### src/core/vector_select_map.svh
// Offsets, widths, reset values and timing counts of the vector select block
`ifndef VECTOR_SELECT_MAP_SVH
`define VECTOR_SELECT_MAP_SVH
`define VEC_RESET_ADDR       13'h0000
`define VEC_TABLE_STEP       13'h0002
`define VEC_FUSE_UNPROG      1'b1
`define VEC_BOOT_ADDR_DFLT   13'h1C00
`define VEC_SRC_COUNT        25
`define VEC_ENTRY_COUNT      26
`define VEC_SYNC_STAGES      2
`define VEC_PC_WIDTH         13
`endif

### src/core/vector_select_pkg.sv
// Types shared by the vector select block
package vector_select_pkg;
    typedef logic [12:0] pc_addr_t;
    typedef logic [24:0] irq_vec_t;

    // Interrupt sources in table order, bit 0 is the highest-priority entry
    typedef struct packed {
        logic program_store_ready_irq;
        logic two_wire_irq;
        logic analog_comp_irq;
        logic nvm_data_ready_irq;
        logic adc_done_irq;
        logic uart_tx_done_irq;
        logic uart_tx_empty_irq;
        logic uart_rx_done_irq;
        logic serial_periph_done_irq;
        logic tmr0_ovf_irq;
        logic tmr0_cmp_b_irq;
        logic tmr0_cmp_a_irq;
        logic tmr1_ovf_irq;
        logic tmr1_cmp_b_irq;
        logic tmr1_cmp_a_irq;
        logic tmr1_capt_irq;
        logic tmr2_ovf_irq;
        logic tmr2_cmp_b_irq;
        logic tmr2_cmp_a_irq;
        logic watchdog_timeout_irq;
        logic pin_change_irq_two;
        logic pin_change_irq_one;
        logic pin_change_irq_zero;
        logic ext_irq_one;
        logic ext_irq_zero;
    } irq_src_s;

    typedef struct packed {
        logic     valid;
        logic [4:0] index;
        pc_addr_t addr;
    } vec_out_s;

    typedef enum logic [1:0] {
        ST_RESET  = 2'b00,
        ST_FETCH  = 2'b01,
        ST_RUN    = 2'b10
    } vec_state_e;
endpackage

### src/core/level_sync.sv
// Two-flop synchroniser for a bundle of levels
module level_sync #(
    parameter int WIDTH = 1
) (
    input  wire logic             core_clk,
    input  wire logic             rst_n,
    input  wire logic [WIDTH-1:0] async_in,
    output logic      [WIDTH-1:0] sync_out
);
    logic [WIDTH-1:0] meta_q;

    // First stage feeds only the second stage
    always_ff @(posedge core_clk or negedge rst_n) begin
        if (!rst_n) begin
            meta_q   <= '0;
            sync_out <= '0;
        end else begin
            meta_q   <= async_in;
            sync_out <= meta_q;
        end
    end
endmodule // level_sync

### src/core/vector_select.sv
// Reset and interrupt vector address generator for the 26-entry two-word table
// How it works
// - With fuse unprogrammed, every system reset enters address 0x0000.
// - With fuse programmed, every reset enters the boot loader reset address.
// - Relocate bit set adds boot section start to each interrupt vector, not to the reset entry.
// - Table starts at 0x002, or boot address plus 0x0002, regardless of fuse.
// - Fuse value 1 means unprogrammed, 0 means programmed.
// - External request 0 at 0x0002, request 1 at 0x0004.
// - Pin change 0..2 at 0x0006, 0x0008, 0x000A; watchdog at 0x000C.
// - Timer 2 compare A 0x000E, compare B 0x0010, overflow 0x0012.
// - Timer 1 capture 0x0014, compare A 0x0016, B 0x0018, overflow 0x001A.
// - Timer 0 compare A 0x001C, compare B 0x001E, overflow 0x0020.
// - Serial transfer 0x0022; uart receive, empty, transmit 0x0024..0x0028.
// - ADC 0x002A, nvm 0x002C, comparator 0x002E, two-wire 0x0030, store 0x0032.
`include "vector_select_map.svh"
module vector_select
    import vector_select_pkg::*;
#(
    parameter pc_addr_t BOOT_RESET_ADDR = `VEC_BOOT_ADDR_DFLT
) (
    input  wire logic     core_clk,
    input  wire logic     rst_n,
    input  wire logic     boot_reset_fuse,
    input  wire logic     vector_table_relocate,
    input  wire irq_src_s irq_src,
    input  wire logic     irq_ack,
    output pc_addr_t      reset_addr_q,
    output vec_out_s      vec_q,
    output logic          reset_fetch_q
);
    irq_vec_t   irq_sync;
    vec_state_e state_q;
    logic       fuse_q;
    logic       fuse_sync;
    logic       irq_valid_d;
    logic [4:0] irq_index_d;
    logic [1:0] settle_q;

    // Fuses and requests arrive from outside this clock domain
    level_sync #(.WIDTH(`VEC_SRC_COUNT + 1)) u_sync (
        .core_clk (core_clk),
        .rst_n    (rst_n),
        .async_in ({boot_reset_fuse, irq_src}),
        .sync_out ({fuse_sync, irq_sync})
    );

    // Nominal entry k sits at k times two words; entry 0 is reset
    function automatic pc_addr_t nominal_addr(input logic [4:0] entry);
        nominal_addr = pc_addr_t'({8'h00, entry} * `VEC_TABLE_STEP);
    endfunction

    function automatic pc_addr_t vector_addr(input logic [4:0] entry, input logic reloc);
        vector_addr = reloc ? pc_addr_t'(BOOT_RESET_ADDR + nominal_addr(entry))
                            : nominal_addr(entry);
    endfunction

    // Lowest table entry wins
    always_comb begin
        irq_valid_d = 1'b0;
        irq_index_d = 5'h00;
        for (int i = `VEC_SRC_COUNT - 1; i >= 0; i--) begin
            if (irq_sync[i]) begin
                irq_valid_d = 1'b1;
                irq_index_d = 5'(i + 1);
            end
        end
    end

    // Fuse caught after reset release, once synchronised; held until next reset
    always_ff @(posedge core_clk or negedge rst_n) begin
        if (!rst_n) begin
            state_q       <= ST_RESET;
            settle_q      <= 2'h0;
            fuse_q        <= `VEC_FUSE_UNPROG;
            reset_addr_q  <= `VEC_RESET_ADDR;
            reset_fetch_q <= 1'b0;
        end else begin
            reset_fetch_q <= 1'b0;
            unique case (state_q)
                // Synchroniser resets low, unlike an unprogrammed fuse; wait until it holds the pin
                ST_RESET: begin
                    settle_q <= settle_q + 2'h1;
                    if (settle_q == 2'(`VEC_SYNC_STAGES - 1)) begin
                        state_q <= ST_FETCH;
                    end
                end
                ST_FETCH: begin
                    fuse_q        <= fuse_sync;
                    reset_addr_q  <= (fuse_sync == `VEC_FUSE_UNPROG) ? `VEC_RESET_ADDR
                                                                       : BOOT_RESET_ADDR;
                    reset_fetch_q <= 1'b1;
                    state_q       <= ST_RUN;
                end
                ST_RUN: state_q <= ST_RUN;
                default: state_q <= ST_RESET;
            endcase
        end
    end

    // Vector held until the core acknowledges; relocation bit sampled when each vector loads
    always_ff @(posedge core_clk or negedge rst_n) begin
        if (!rst_n) begin
            vec_q <= '0;
        end else if (state_q != ST_RUN) begin
            vec_q <= '0;
        end else if (!vec_q.valid || irq_ack) begin
            vec_q.valid <= irq_valid_d;
            vec_q.index <= irq_index_d;
            vec_q.addr  <= vector_addr(irq_index_d, vector_table_relocate);
        end
    end

    reset_unprog_a: assert property (@(posedge core_clk) disable iff (!rst_n)
        reset_fetch_q && fuse_q |-> reset_addr_q == 13'h0000)
        else $error("reset entry not zero with fuse unprogrammed");

    reset_prog_a: assert property (@(posedge core_clk) disable iff (!rst_n)
        reset_fetch_q && !fuse_q |-> reset_addr_q == BOOT_RESET_ADDR)
        else $error("reset entry not boot address with fuse programmed");

    fuse_sense_a: assert property (@(posedge core_clk) disable iff (!rst_n)
        $rose(reset_fetch_q) |-> (reset_addr_q == 13'h0000) == fuse_q)
        else $error("fuse polarity wrong");

    reset_once_a: assert property (@(posedge core_clk) disable iff (!rst_n)
        reset_fetch_q |=> !reset_fetch_q [*2])
        else $error("reset fetch repeated");

    reloc_offset_a: assert property (@(posedge core_clk) disable iff (!rst_n)
        $rose(vec_q.valid) && $past(vector_table_relocate)
            |-> vec_q.addr == pc_addr_t'(BOOT_RESET_ADDR + {7'h00, vec_q.index, 1'b0}))
        else $error("relocated vector not offset by boot start");

    table_base_a: assert property (@(posedge core_clk) disable iff (!rst_n)
        $rose(vec_q.valid) && vec_q.index == 5'd1
            |-> vec_q.addr == ($past(vector_table_relocate) ? pc_addr_t'(BOOT_RESET_ADDR + 13'h0002) : 13'h0002))
        else $error("table start wrong");

    ext_irq_a: assert property (@(posedge core_clk) disable iff (!rst_n)
        state_q == ST_RUN && !vec_q.valid && irq_src.ext_irq_one && !irq_src.ext_irq_zero
            ##2 (!vector_table_relocate && !vec_q.valid) [*1]
            |=> vec_q.addr == 13'h0004 || vec_q.index != 5'd2)
        else $error("external request one misplaced");

    watchdog_vec_a: assert property (@(posedge core_clk) disable iff (!rst_n)
        vec_q.valid && vec_q.index == 5'h06 && !$past(vector_table_relocate) && $changed(vec_q.index)
            |-> vec_q.addr == 13'h000C)
        else $error("watchdog vector wrong");

    store_irq_a: assert property (@(posedge core_clk) disable iff (!rst_n)
        vec_q.valid && vec_q.index == 5'h19 && !$past(vector_table_relocate) && $changed(vec_q.index)
            |-> vec_q.addr == 13'h0032)
        else $error("program store vector wrong");

    ext_zero_a: assert property (@(posedge core_clk) disable iff (!rst_n)
        vec_q.valid && vec_q.index == 5'h01 && !$past(vector_table_relocate) && $changed(vec_q.index)
            |-> vec_q.addr == 13'h0002)
        else $error("external request zero vector wrong");

    pin_zero_a: assert property (@(posedge core_clk) disable iff (!rst_n)
        vec_q.valid && vec_q.index == 5'h03 && !$past(vector_table_relocate) && $changed(vec_q.index)
            |-> vec_q.addr == 13'h0006)
        else $error("pin change zero vector wrong");

    pin_two_a: assert property (@(posedge core_clk) disable iff (!rst_n)
        vec_q.valid && vec_q.index == 5'h05 && !$past(vector_table_relocate) && $changed(vec_q.index)
            |-> vec_q.addr == 13'h000A)
        else $error("pin change two vector wrong");

    tmr2_cmpa_a: assert property (@(posedge core_clk) disable iff (!rst_n)
        vec_q.valid && vec_q.index == 5'h07 && !$past(vector_table_relocate) && $changed(vec_q.index)
            |-> vec_q.addr == 13'h000E)
        else $error("timer two compare A vector wrong");

    tmr2_ovf_a: assert property (@(posedge core_clk) disable iff (!rst_n)
        vec_q.valid && vec_q.index == 5'h09 && !$past(vector_table_relocate) && $changed(vec_q.index)
            |-> vec_q.addr == 13'h0012)
        else $error("timer two overflow vector wrong");

    tmr1_capt_a: assert property (@(posedge core_clk) disable iff (!rst_n)
        vec_q.valid && vec_q.index == 5'h0A && !$past(vector_table_relocate) && $changed(vec_q.index)
            |-> vec_q.addr == 13'h0014)
        else $error("timer one capture vector wrong");

    tmr1_ovf_a: assert property (@(posedge core_clk) disable iff (!rst_n)
        vec_q.valid && vec_q.index == 5'h0D && !$past(vector_table_relocate) && $changed(vec_q.index)
            |-> vec_q.addr == 13'h001A)
        else $error("timer one overflow vector wrong");

    tmr0_cmpa_a: assert property (@(posedge core_clk) disable iff (!rst_n)
        vec_q.valid && vec_q.index == 5'h0E && !$past(vector_table_relocate) && $changed(vec_q.index)
            |-> vec_q.addr == 13'h001C)
        else $error("timer zero compare A vector wrong");

    tmr0_ovf_a: assert property (@(posedge core_clk) disable iff (!rst_n)
        vec_q.valid && vec_q.index == 5'h10 && !$past(vector_table_relocate) && $changed(vec_q.index)
            |-> vec_q.addr == 13'h0020)
        else $error("timer zero overflow vector wrong");

    serial_done_a: assert property (@(posedge core_clk) disable iff (!rst_n)
        vec_q.valid && vec_q.index == 5'h11 && !$past(vector_table_relocate) && $changed(vec_q.index)
            |-> vec_q.addr == 13'h0022)
        else $error("serial transfer vector wrong");

    uart_tx_a: assert property (@(posedge core_clk) disable iff (!rst_n)
        vec_q.valid && vec_q.index == 5'h14 && !$past(vector_table_relocate) && $changed(vec_q.index)
            |-> vec_q.addr == 13'h0028)
        else $error("uart transmit vector wrong");

    adc_done_a: assert property (@(posedge core_clk) disable iff (!rst_n)
        vec_q.valid && vec_q.index == 5'h15 && !$past(vector_table_relocate) && $changed(vec_q.index)
            |-> vec_q.addr == 13'h002A)
        else $error("converter vector wrong");

    nvm_ready_a: assert property (@(posedge core_clk) disable iff (!rst_n)
        vec_q.valid && vec_q.index == 5'h16 && !$past(vector_table_relocate) && $changed(vec_q.index)
            |-> vec_q.addr == 13'h002C)
        else $error("nvm ready vector wrong");

    two_wire_a: assert property (@(posedge core_clk) disable iff (!rst_n)
        vec_q.valid && vec_q.index == 5'h18 && !$past(vector_table_relocate) && $changed(vec_q.index)
            |-> vec_q.addr == 13'h0030)
        else $error("two-wire vector wrong");

    vec_hold_a: assert property (@(posedge core_clk) disable iff (!rst_n)
        vec_q.valid && !irq_ack && state_q == ST_RUN |=> $stable(vec_q))
        else $error("vector changed before acknowledge");
endmodule // vector_select

### config.mk
export PLATFORM = sky130hd
export DESIGN_NAME = vector_select
export DESIGN_NICKNAME = d
export VERILOG_FILES = /design/src/core/vector_select_pkg.sv /design/src/core/level_sync.sv /design/src/core/vector_select.sv
export VERILOG_INCLUDE_DIRS = /design/src /design/src/core
export SDC_FILE = /design/constraint.sdc
export NUM_CORES = 1
export LEC_CHECK = 0
export ABC_AREA = 0
export BUFFER_PORTS_ARGS = -buffer_cell sky130_fd_sc_hd__buf_2
export CAP_MARGIN = 20
export CELL_PAD_IN_SITES_DETAIL_PLACEMENT = 1
export CELL_PAD_IN_SITES_GLOBAL_PLACEMENT = 1
export CORE_ASPECT_RATIO = 1.25
export CORE_MARGIN = 2
export CORE_UTILIZATION = 30
export DETAILED_ROUTE_END_ITERATION = 16
export GPL_ROUTABILITY_DRIVEN = 0
export GPL_TIMING_DRIVEN = 1
export MAX_ROUTING_LAYER = met4
export PLACE_DENSITY_LB_ADDON = 0.1
export SYNTH_ARGS = -nofsm -noshare
export SYNTH_HDL_FRONTEND = slang
export SYNTH_SLANG_ARGS = --single-unit
export TNS_END_PERCENT = 30
### constraint.sdc
create_clock -name core_clk -period 1.5 [get_ports core_clk]
set_clock_uncertainty 0.05 [all_clocks]
set_input_delay 0.3 -clock core_clk [delete_from_list [all_inputs] [get_ports core_clk]]
set_output_delay 0.3 -clock core_clk [all_outputs]
set_load 0.05 [all_outputs]
# Word-level counts from Yosys, hierarchy flattened
# Cells that the tools add are included.
# word_totals
reg_bits	89
inputBits	30
output_inout_bits	33
wordCells	78
# classes
add_sub_neg	2
eq_ne	5
n_mux	57
reduce_logical	5
# op_table
cell	n
5-bit two-way mux	25
19-bit two-way mux	2
1-bit two-way mux	26
13-bit two-way mux	2
11-bit by 7-bit adder with 12-bit output, first input constant	1
2-bit by 1-bit equality test with 1-bit output, second input constant	2
2-bit inequality test, second input constant	2
2-bit one-hot mux with 2 select lines	1
2-bit by 1-bit adder with 2-bit output, second input constant	1
2-bit equality test, second input constant	1
2-bit logical NOT	1
2-bit two-way mux	1
2-bit nonzero test	1
2-bit OR reduction	1
1-bit logical NOT	1
1-bit logical OR	1

# Logic depth before layout (Yosys ltp)
# Gate-level depths: netlist of the first run.
# depth
ltp_word	29
mapped_depth	6
mapped_depth_nobuf	5

# Modules after synthesis
# From an unflattened synthesis of the first run, not the netlist that was laid out.
# hier_totals
hier_cells	179
hier_area_um2	2346.0
# by_module_without_submodules
mod	instances	cells_each	area_per_inst_um2
level_sync	1	52	1301.2
vector_select	1	127	1044.8

# Worst setup path after synthesis of the first run
# OpenSTA, ideal clock, no wires.
# synth_path
kind	reg2reg
startpoint	reg vec_q[18] (netlist name)
endpoint	reg vec_q[13] (netlist name)
t_arrival_ns	1.524
required_ns	1.350
path_slack_ns	-0.175
stages_incl_launch_ff	7
synth_period_minus_slack_ns	1.675
cell_sequence	dfrtp_1 -> nor2b_1 -> clkbuf_1 -> nor2_1 -> o21ai_0 -> a211oi_1 -> nor4bb_1
# synth_between
elab_chain_cells	3
# synth_rtl
item	line_no	rtl
start: declaration	vector_select.sv:28	output vec_out_s vec_q,
1-bit logical NOT	vector_select.sv:106	end else if (!vec_q.valid || irq_ack) begin
1-bit logical OR	vector_select.sv:106	
2-bit nonzero test (no source line)	n/a	
# Every way passes these cells.
# A chain may end at the register's enable or synchronous reset.

# Final worst setup path of the first run
# layout_path
startpoint	reg u_sync.sync_out[11]
endpoint	reg vec_q[15] (netlist name)
# layout_between
elab_chain_cells	14
# layout_rtl
item	line_no	rtl
start: declaration	level_sync.sv:8	output logic [WIDTH-1:0] sync_out
start signal: assignment	level_sync.sv:19	sync_out <= meta_q;
5-bit two-way mux (12 in a row)	vector_select.sv:62	if (irq_sync[i]) begin
19-bit two-way mux	vector_select.sv:106	
19-bit two-way mux	vector_select.sv:104	end else if (state_q != ST_RUN) begin
# Every way passes these cells. The select of a mux whose other input is x is not followed.

==> results of run 1 <==
## synth_stat cells (2+ instances only)
library cell and instances:
o21ai_0 10, buf_4 24, nor4_1 2, dfrtp_1 65, a211oi_1 2, ha_1 5, inv_1 9, o21a_1 2
nand2_1 10, nor2b_1 2, nor2_1 15, nand4_1 2, nand3_1 4, a21oi_1 4, nor3_1 3, o31ai_1 2
## cell type report
type | count | area (um2) | area share
flip-flops and latches | 65 | 1628 | 0.5453
well taps | 92 | 115.1 | 0.03856
clock buffers | 13 | 158.9 | 0.05323
repair buffers | 70 | 441.7 | 0.1479
multi-input cells | 93 | 570.5 | 0.1911
clock inverters | 2 | 37.54 | 0.01257
inverters | 9 | 33.78 | 0.01132
## metal layers
metal | global-route usage | vias up | share of wire
met4 | 0.06431 | 0 | 0.021
met3 | 0.03445 | 11 | 0.055
met2 | 0.2153 | 57 | 0.53
met1 | 0.1348 | 734 | 0.39
li1 | - | 693 | -
met5 | - | - | 0
## state kept, by name, indices dropped and copies added (netlist names)
signal / count
u_sync.meta_q: 26
reset_fetch_q: 1
vec_q: 7
settle_q: 2
reset_addr_q: 1
u_sync.sync_out: 26
state_q: 2
## stage by stage
step / utilization / setup WS, ns / cell area [um2] / TNS [ns]
detailed placement: 0.3612 / -0.09101 / 2689 / -0.2907
floorplan: - / -0.02383 / 2384 / -0.02383
finish: 0.4010 / -0.08706 / 2985 / -0.1293
global placement: 0.3612 / -0.05255 / 2689 / -0.08978
global route: 0.4010 / -0.1280 / 2985 / -0.4149
CTS: 0.3934 / -0.08259 / 2929 / -0.1479
## worst reg2reg max path, cell delays in order (launching register included)
cell	delay, ns
dfrtp_1	0.38
or4_4	0.55
o21ba_4	0.24
o21ai_2	0.05
a32o_1	0.22
## kinds of logic (layout without fill, tap and decap cells)
family,Yosys count,count (layout),share of synthesized area
simple gates,45,45,0.09683
other cells,1,15,0.001612
xor+xnor,1,1,0.003766
buf+inv,35,94,0.09574
mux,1,1,0.004304
fa+ha+maj,5,5,0.02690
flops,65,65,0.6993
compound gates,26,26,0.07154
## power by group through the flow
| stage | clock network, W | registers, W | logic (W) |
|---|---|---|---|
| after global routing | 0.00158 | 0.00189 | 0.000430 |
| after global placement | 0 | 0.00191 | 0.000375 |
| after floorplan | 0 | 0.00194 | 0.000237 |
| after CTS | 0.00151 | 0.00188 | 0.000388 |
| after detailed placement | 0 | 0.00191 | 0.000380 |
| final | 0.00147 | 0.00188 | 0.000394 |
## worst max-delay path by stage
stage	from	slack, ns	cells past startpoint	to
after floorplan	u_sync.sync_out[11]$_DFF_PN0_	-0.02	4	vec_q[15]$_DFFE_PN0P_
after global placement	u_sync.sync_out[11]$_DFF_PN0_	-0.05	4	vec_q[15]$_DFFE_PN0P_
after detailed placement	u_sync.sync_out[11]$_DFF_PN0_	-0.09	4	vec_q[15]$_DFFE_PN0P_
after CTS	u_sync.sync_out[14]$_DFF_PN0_	-0.08	4	vec_q[15]$_DFFE_PN0P_
after global routing	u_sync.sync_out[11]$_DFF_PN0_	-0.13	4	vec_q[15]$_DFFE_PN0P_
final	u_sync.sync_out[11]$_DFF_PN0_	-0.09	4	vec_q[15]$_DFFE_PN0P_
## timing repair
item	4_1_cts	5_1_grt
hold buffers	1	1
pin swaps	2	5
gates resized for setup	8	6
hold endpoints to repair	19	1
cloned	0	0
buffers inserted	2	3
endpoints found under the setup margin	5	6
==> flow_metrics.tcl, run 1 <==
set metrics [dict create \
    synth_cell_type_count 34 \
    yosys_warnings 0 \
    ff2ff_setup_slack_ns -0.09 \
    slowest_delay_ns 0.55 \
    layout-drive-gt1-share 0.3651 \
    initialDrtViolationCount 45 \
    fin_crit_ns 1.587 \
    die_area_um2 8478 \
    finalCritPeriodShare 1.058 \
    slew_headroom 0.6656 \
    drt-vias-per-instance 4.346 \
    min-delay-start "irq_src[23]" \
    tightestPinTransition_ns 0.5016 \
    synthCells 179 \
    core_area_um2 7445 \
    r2r_cells 4 \
    chipHeight_um 102.4 \
    slew_viol_final 0 \
    critPathMaxFanout 2 \
    leakage_nw 1.473 \
    fin_cells 344 \
    grt_pass1_wl_um 7665 \
    path_clk_slew_ns 0.07 \
    path_class "reg -> reg" \
    num_vias 1495 \
    hold_violations 0 \
    combPwrFrac 0.105 \
    clock_power_share 0.392 \
    clockBufferDepth 2 \
    drt_wl_total_um 4473 \
    h-tree-depth 3 \
    sequentialPowerShare 0.503 \
    synth-seq-cells 65 \
    antenna_found_initial 0 \
    tritoncts "done" \
    yosysTopAreaCell "dfrtp_1" \
    place_inst 322 \
    clock-sinks 65 \
    numCtsBuffers 9 \
    crit_slowest_cell "or4_4" \
    synth_ff_type "dfrtp_1" \
    critPathBufInv 0 \
    fillers 836 \
    drc 0 \
    crit_family "simple AND/OR/NAND/NOR gates" \
    whs_path_depth 1 \
    startpoint_type "flip-flop" \
    cp_cell_sequence "or4_4, o21ba_4, o21ai_2, a32o_1" \
    clk_latency_ns 0.34 \
    synth_edf_count 0 \
    layout_common_cells "dfrtp_1 (64), buf_2 (47), buf_4 (18)" \
    die_x_um 82.76 \
    wire_per_inst_um 13.00 \
    cts_root_buf "clkbuf_8" \
    status "finished with violations" \
    fmax_mhz 630.1 \
    port_buffers 47 \
    setup_viol_count_final 2 \
    final_nets 283 \
    layout.cells.most_common "dfrtp_1" \
    grt-ovfl-total 0 \
    fin_total_pwr_w 0.003743 \
    syn_avg_cell_area_um2 12.99 \
    max-vdd-ir-drop_uv 730.4 \
    grt_max_degree 26 \
    synth_area_um2 2326 \
    synth-async-reset-ratio 1.000 \
    cp.required_ns 1.68 \
    hold-worst-slack_ns 0.01995 \
    switching_share 0.2517 \
    hold_end "u_sync.meta_q[23]$_DFF_PN0_" \
    setup_slack_ns -0.08706 \
    maxCapViolations 0 \
    p_switching_w 0.0009420 \
    yosysSeqAreaShare 0.6993 \
    dpl.hpwl_um 3519 \
    violations "negative setup slack" \
    syn2layout_area_growth_pct 28.35 \
    row_count 35 \
    end_kind "flip-flop" \
    grt_pass1_vias 1668 \
    reg2reg_from "u_sync.sync_out[11]$_DFF_PN0_" \
    grt_use_total 0.1273 \
    synth_top_area_frac 0.6993 \
    hp-class "in -> reg" \
    antenna_cells 0 \
    internal-power_w 0.002801 \
    ioPinCount 63 \
    critical_path_arrival_ns 1.76 \
    drt_first_pass_iters 4 \
    rsz0062_at_grt "true" \
    final_antenna_net_count 0 \
    powerDensity_nw_per_um2 1254 \
    timing.rr.end "vec_q[15]$_DFFE_PN0P_" \
    synth_top_cells_by_area "dfrtp_1 (70%), buf_4 (7.7%), ha_1 (2.7%)" \
    initial_core_util 0.3124 \
]
Note: power is estimated with default switching activity, not from simulation.
==> run 2, diff against run 1 <==
Settings changed: CTS_BUF_LIST set to sky130_fd_sc_hd__clkbuf_16.
==> flow_metrics.tcl, run 2 (synthesis gave the netlist of run 1 again) <==
set metrics [dict create \
    status "finished with violations" \
    violations "negative setup slack" \
    final_nets 277 \
    wire_per_inst_um 13.58 \
    hold-worst-slack_ns 0.03427 \
    critical_path_arrival_ns 1.76 \
    end_kind "flip-flop" \
    grt_pass1_vias 1679 \
    path_clk_slew_ns 0.05 \
    layout_common_cells "dfrtp_1 (64), buf_2 (47), conb_1 (15)" \
    setup_slack_ns -0.1051 \
    slew_headroom 0.6613 \
    path_class "reg -> reg" \
    hp-class "in -> reg" \
    crit_family "simple AND/OR/NAND/NOR gates" \
    p_switching_w 0.0009959 \
    fmax_mhz 623.0 \
    drt-vias-per-instance 4.370 \
    reg.largest.list "u_sync.meta_q x26, u_sync.sync_out x26, vec_q x7" \
    row_count 35 \
    grt_max_degree 26 \
    place_area_um2 2689 \
    cts_root_buf "clkbuf_16" \
    initialDrtViolationCount 36 \
    switching_share 0.2377 \
    max-vdd-ir-drop_uv 981.8 \
    grt-ovfl-total 0 \
    maxCapViolations 0 \
    startpoint_type "flip-flop" \
    finalInstanceArea_um2 3007 \
    drt_first_pass_iters 4 \
    clock-sinks 65 \
    setup_viol_count_final 2 \
    core_area_um2 7445 \
    combPwrFrac 0.091 \
    critPathMaxFanout 2 \
    fin_crit_ns 1.605 \
    drc 0 \
    layout-drive-gt1-share 0.3374 \
    internal-power_w 0.003194 \
    antenna_found_initial 0 \
    slew_viol_final 0 \
    dpl.hpwl_um 3519 \
    antenna_cells 0 \
    grt_pass1_wl_um 7810 \
    finalCritPeriodShare 1.070 \
    port_buffers 47 \
    tns_ns -0.1244 \
    initial_core_util 0.3124 \
    clk_latency_ns 0.32 \
    num_vias 1477 \
    clock_power_share 0.458 \
    final_antenna_net_count 0 \
    drt_wl_total_um 4591 \
    cp.required_ns 1.65 \
    hold_violations 0 \
    h-tree-depth 3 \
    powerDensity_nw_per_um2 1393 \
    grt_use_total 0.1295 \
    ioPinCount 63 \
    leakage_nw 1.486 \
    finish.utilization 0.4039 \
    die_x_um 82.76 \
    chipHeight_um 102.4 \
    tritoncts "done" \
    layout.cells.most_common "dfrtp_1" \
    numCtsBuffers 9 \
    tightestPinTransition_ns 0.5080 \
    cp_cell_sequence "or4_4, o21ba_4, o21ai_1, a32o_1" \
    critPathBufInv 0 \
    clockBufferDepth 2 \
    slowest_delay_ns 0.55 \
    preCtsSetupSlack_ns -0.09101 \
    rsz0062_at_grt "true" \
    sequentialPowerShare 0.450 \
    syn2layout_area_growth_pct 29.26 \
    crit_slowest_cell "or4_4" \
    fillers 823 \
    die_area_um2 8478 \
]
[run 2: changes by cell type in the layout (fill, tap and decap cells not counted), sizes merged]
| cell | delta |
|---|---|
| clkinv | +2 |
| dlygate4sd3 | -1 |
| inv | +2 |
| buf | -5 |
| clkbuf | -4 |
[run 2: per-stage QoR]
step | power, W | cells
after floorplan | 0.002181 | 193
after global placement | 0.002282 | 322
after detailed placement | 0.002294 | 322
after CTS | 0.004240 | 338
after global routing | 0.004386 | 338
final | 0.004190 | 338
[run 2: routing by layer]
layer | wire, um | vias to the layer above | GRT usage
li1 | - | 680 | -
met4 | 58 | 0 | 0.04918
met5 | 0 | - | -
met3 | 246 | 8 | 0.04770
met1 | 1809 | 731 | 0.1370
met2 | 2477 | 58 | 0.2184
[run 2: worst paths after layout]
check / slack [ns] / cells past startpoint / end / from
min: 0.03 / 1 / u_sync.meta_q[1]$_DFF_PN0_ / irq_src[1]
min in group asynchronous: 0.43 / 2 / u_sync.meta_q[10]$_DFF_PN0_ / rst_n
max in group asynchronous: 0.46 / 3 / vec_q[18]$_DFFE_PN0P_ / rst_n
max reg2reg: -0.11 / 4 / vec_q[15]$_DFFE_PN0P_ / u_sync.sync_out[11]$_DFF_PN0_
max: -0.11 / 4 / vec_q[15]$_DFFE_PN0P_ / u_sync.sync_out[11]$_DFF_PN0_
min reg2reg: 0.29 / 0 / u_sync.sync_out[6]$_DFF_PN0_ / u_sync.meta_q[6]$_DFF_PN0_
[run 2: power by group through the flow]
stage | Combinational [W] | Sequential (W) | Clock (W)
final | 0.000382 | 0.00189 | 0.00192
after global routing | 0.000416 | 0.00190 | 0.00207
after CTS | 0.000383 | 0.00189 | 0.00197
after detailed placement | 0.000380 | 0.00191 | 0
after global placement | 0.000375 | 0.00191 | 0
after floorplan | 0.000237 | 0.00194 | 0
[run 2: what timing repair did]
action	CTS	global route
pin swaps	1	0
hold buffers	1	0
setup endpoints to repair	6	6
resized for setup	0	9
endpoints found under the hold margin	19	0
setup buffers	0	0
[run 2: cell type report]
type                            instances  area (um2)  share of cell area
Clock buffer                            9       225.2             0.07491
Clock inverter                          6       52.55             0.01748
Inverter                                9       33.78             0.01124
Multi-Input combinational cell         93       561.8              0.1869
Sequential cell                        65        1628              0.5414
Tap cell                               92       115.1             0.03829
Timing Repair Buffer                   64       390.4              0.1298
[run 2: worst register-to-register path, stage by stage, from the launching register on]
cell,delay (ns)
dfrtp_1,0.38
or4_4,0.55
o21ba_4,0.23
o21ai_1,0.06
a32o_1,0.23
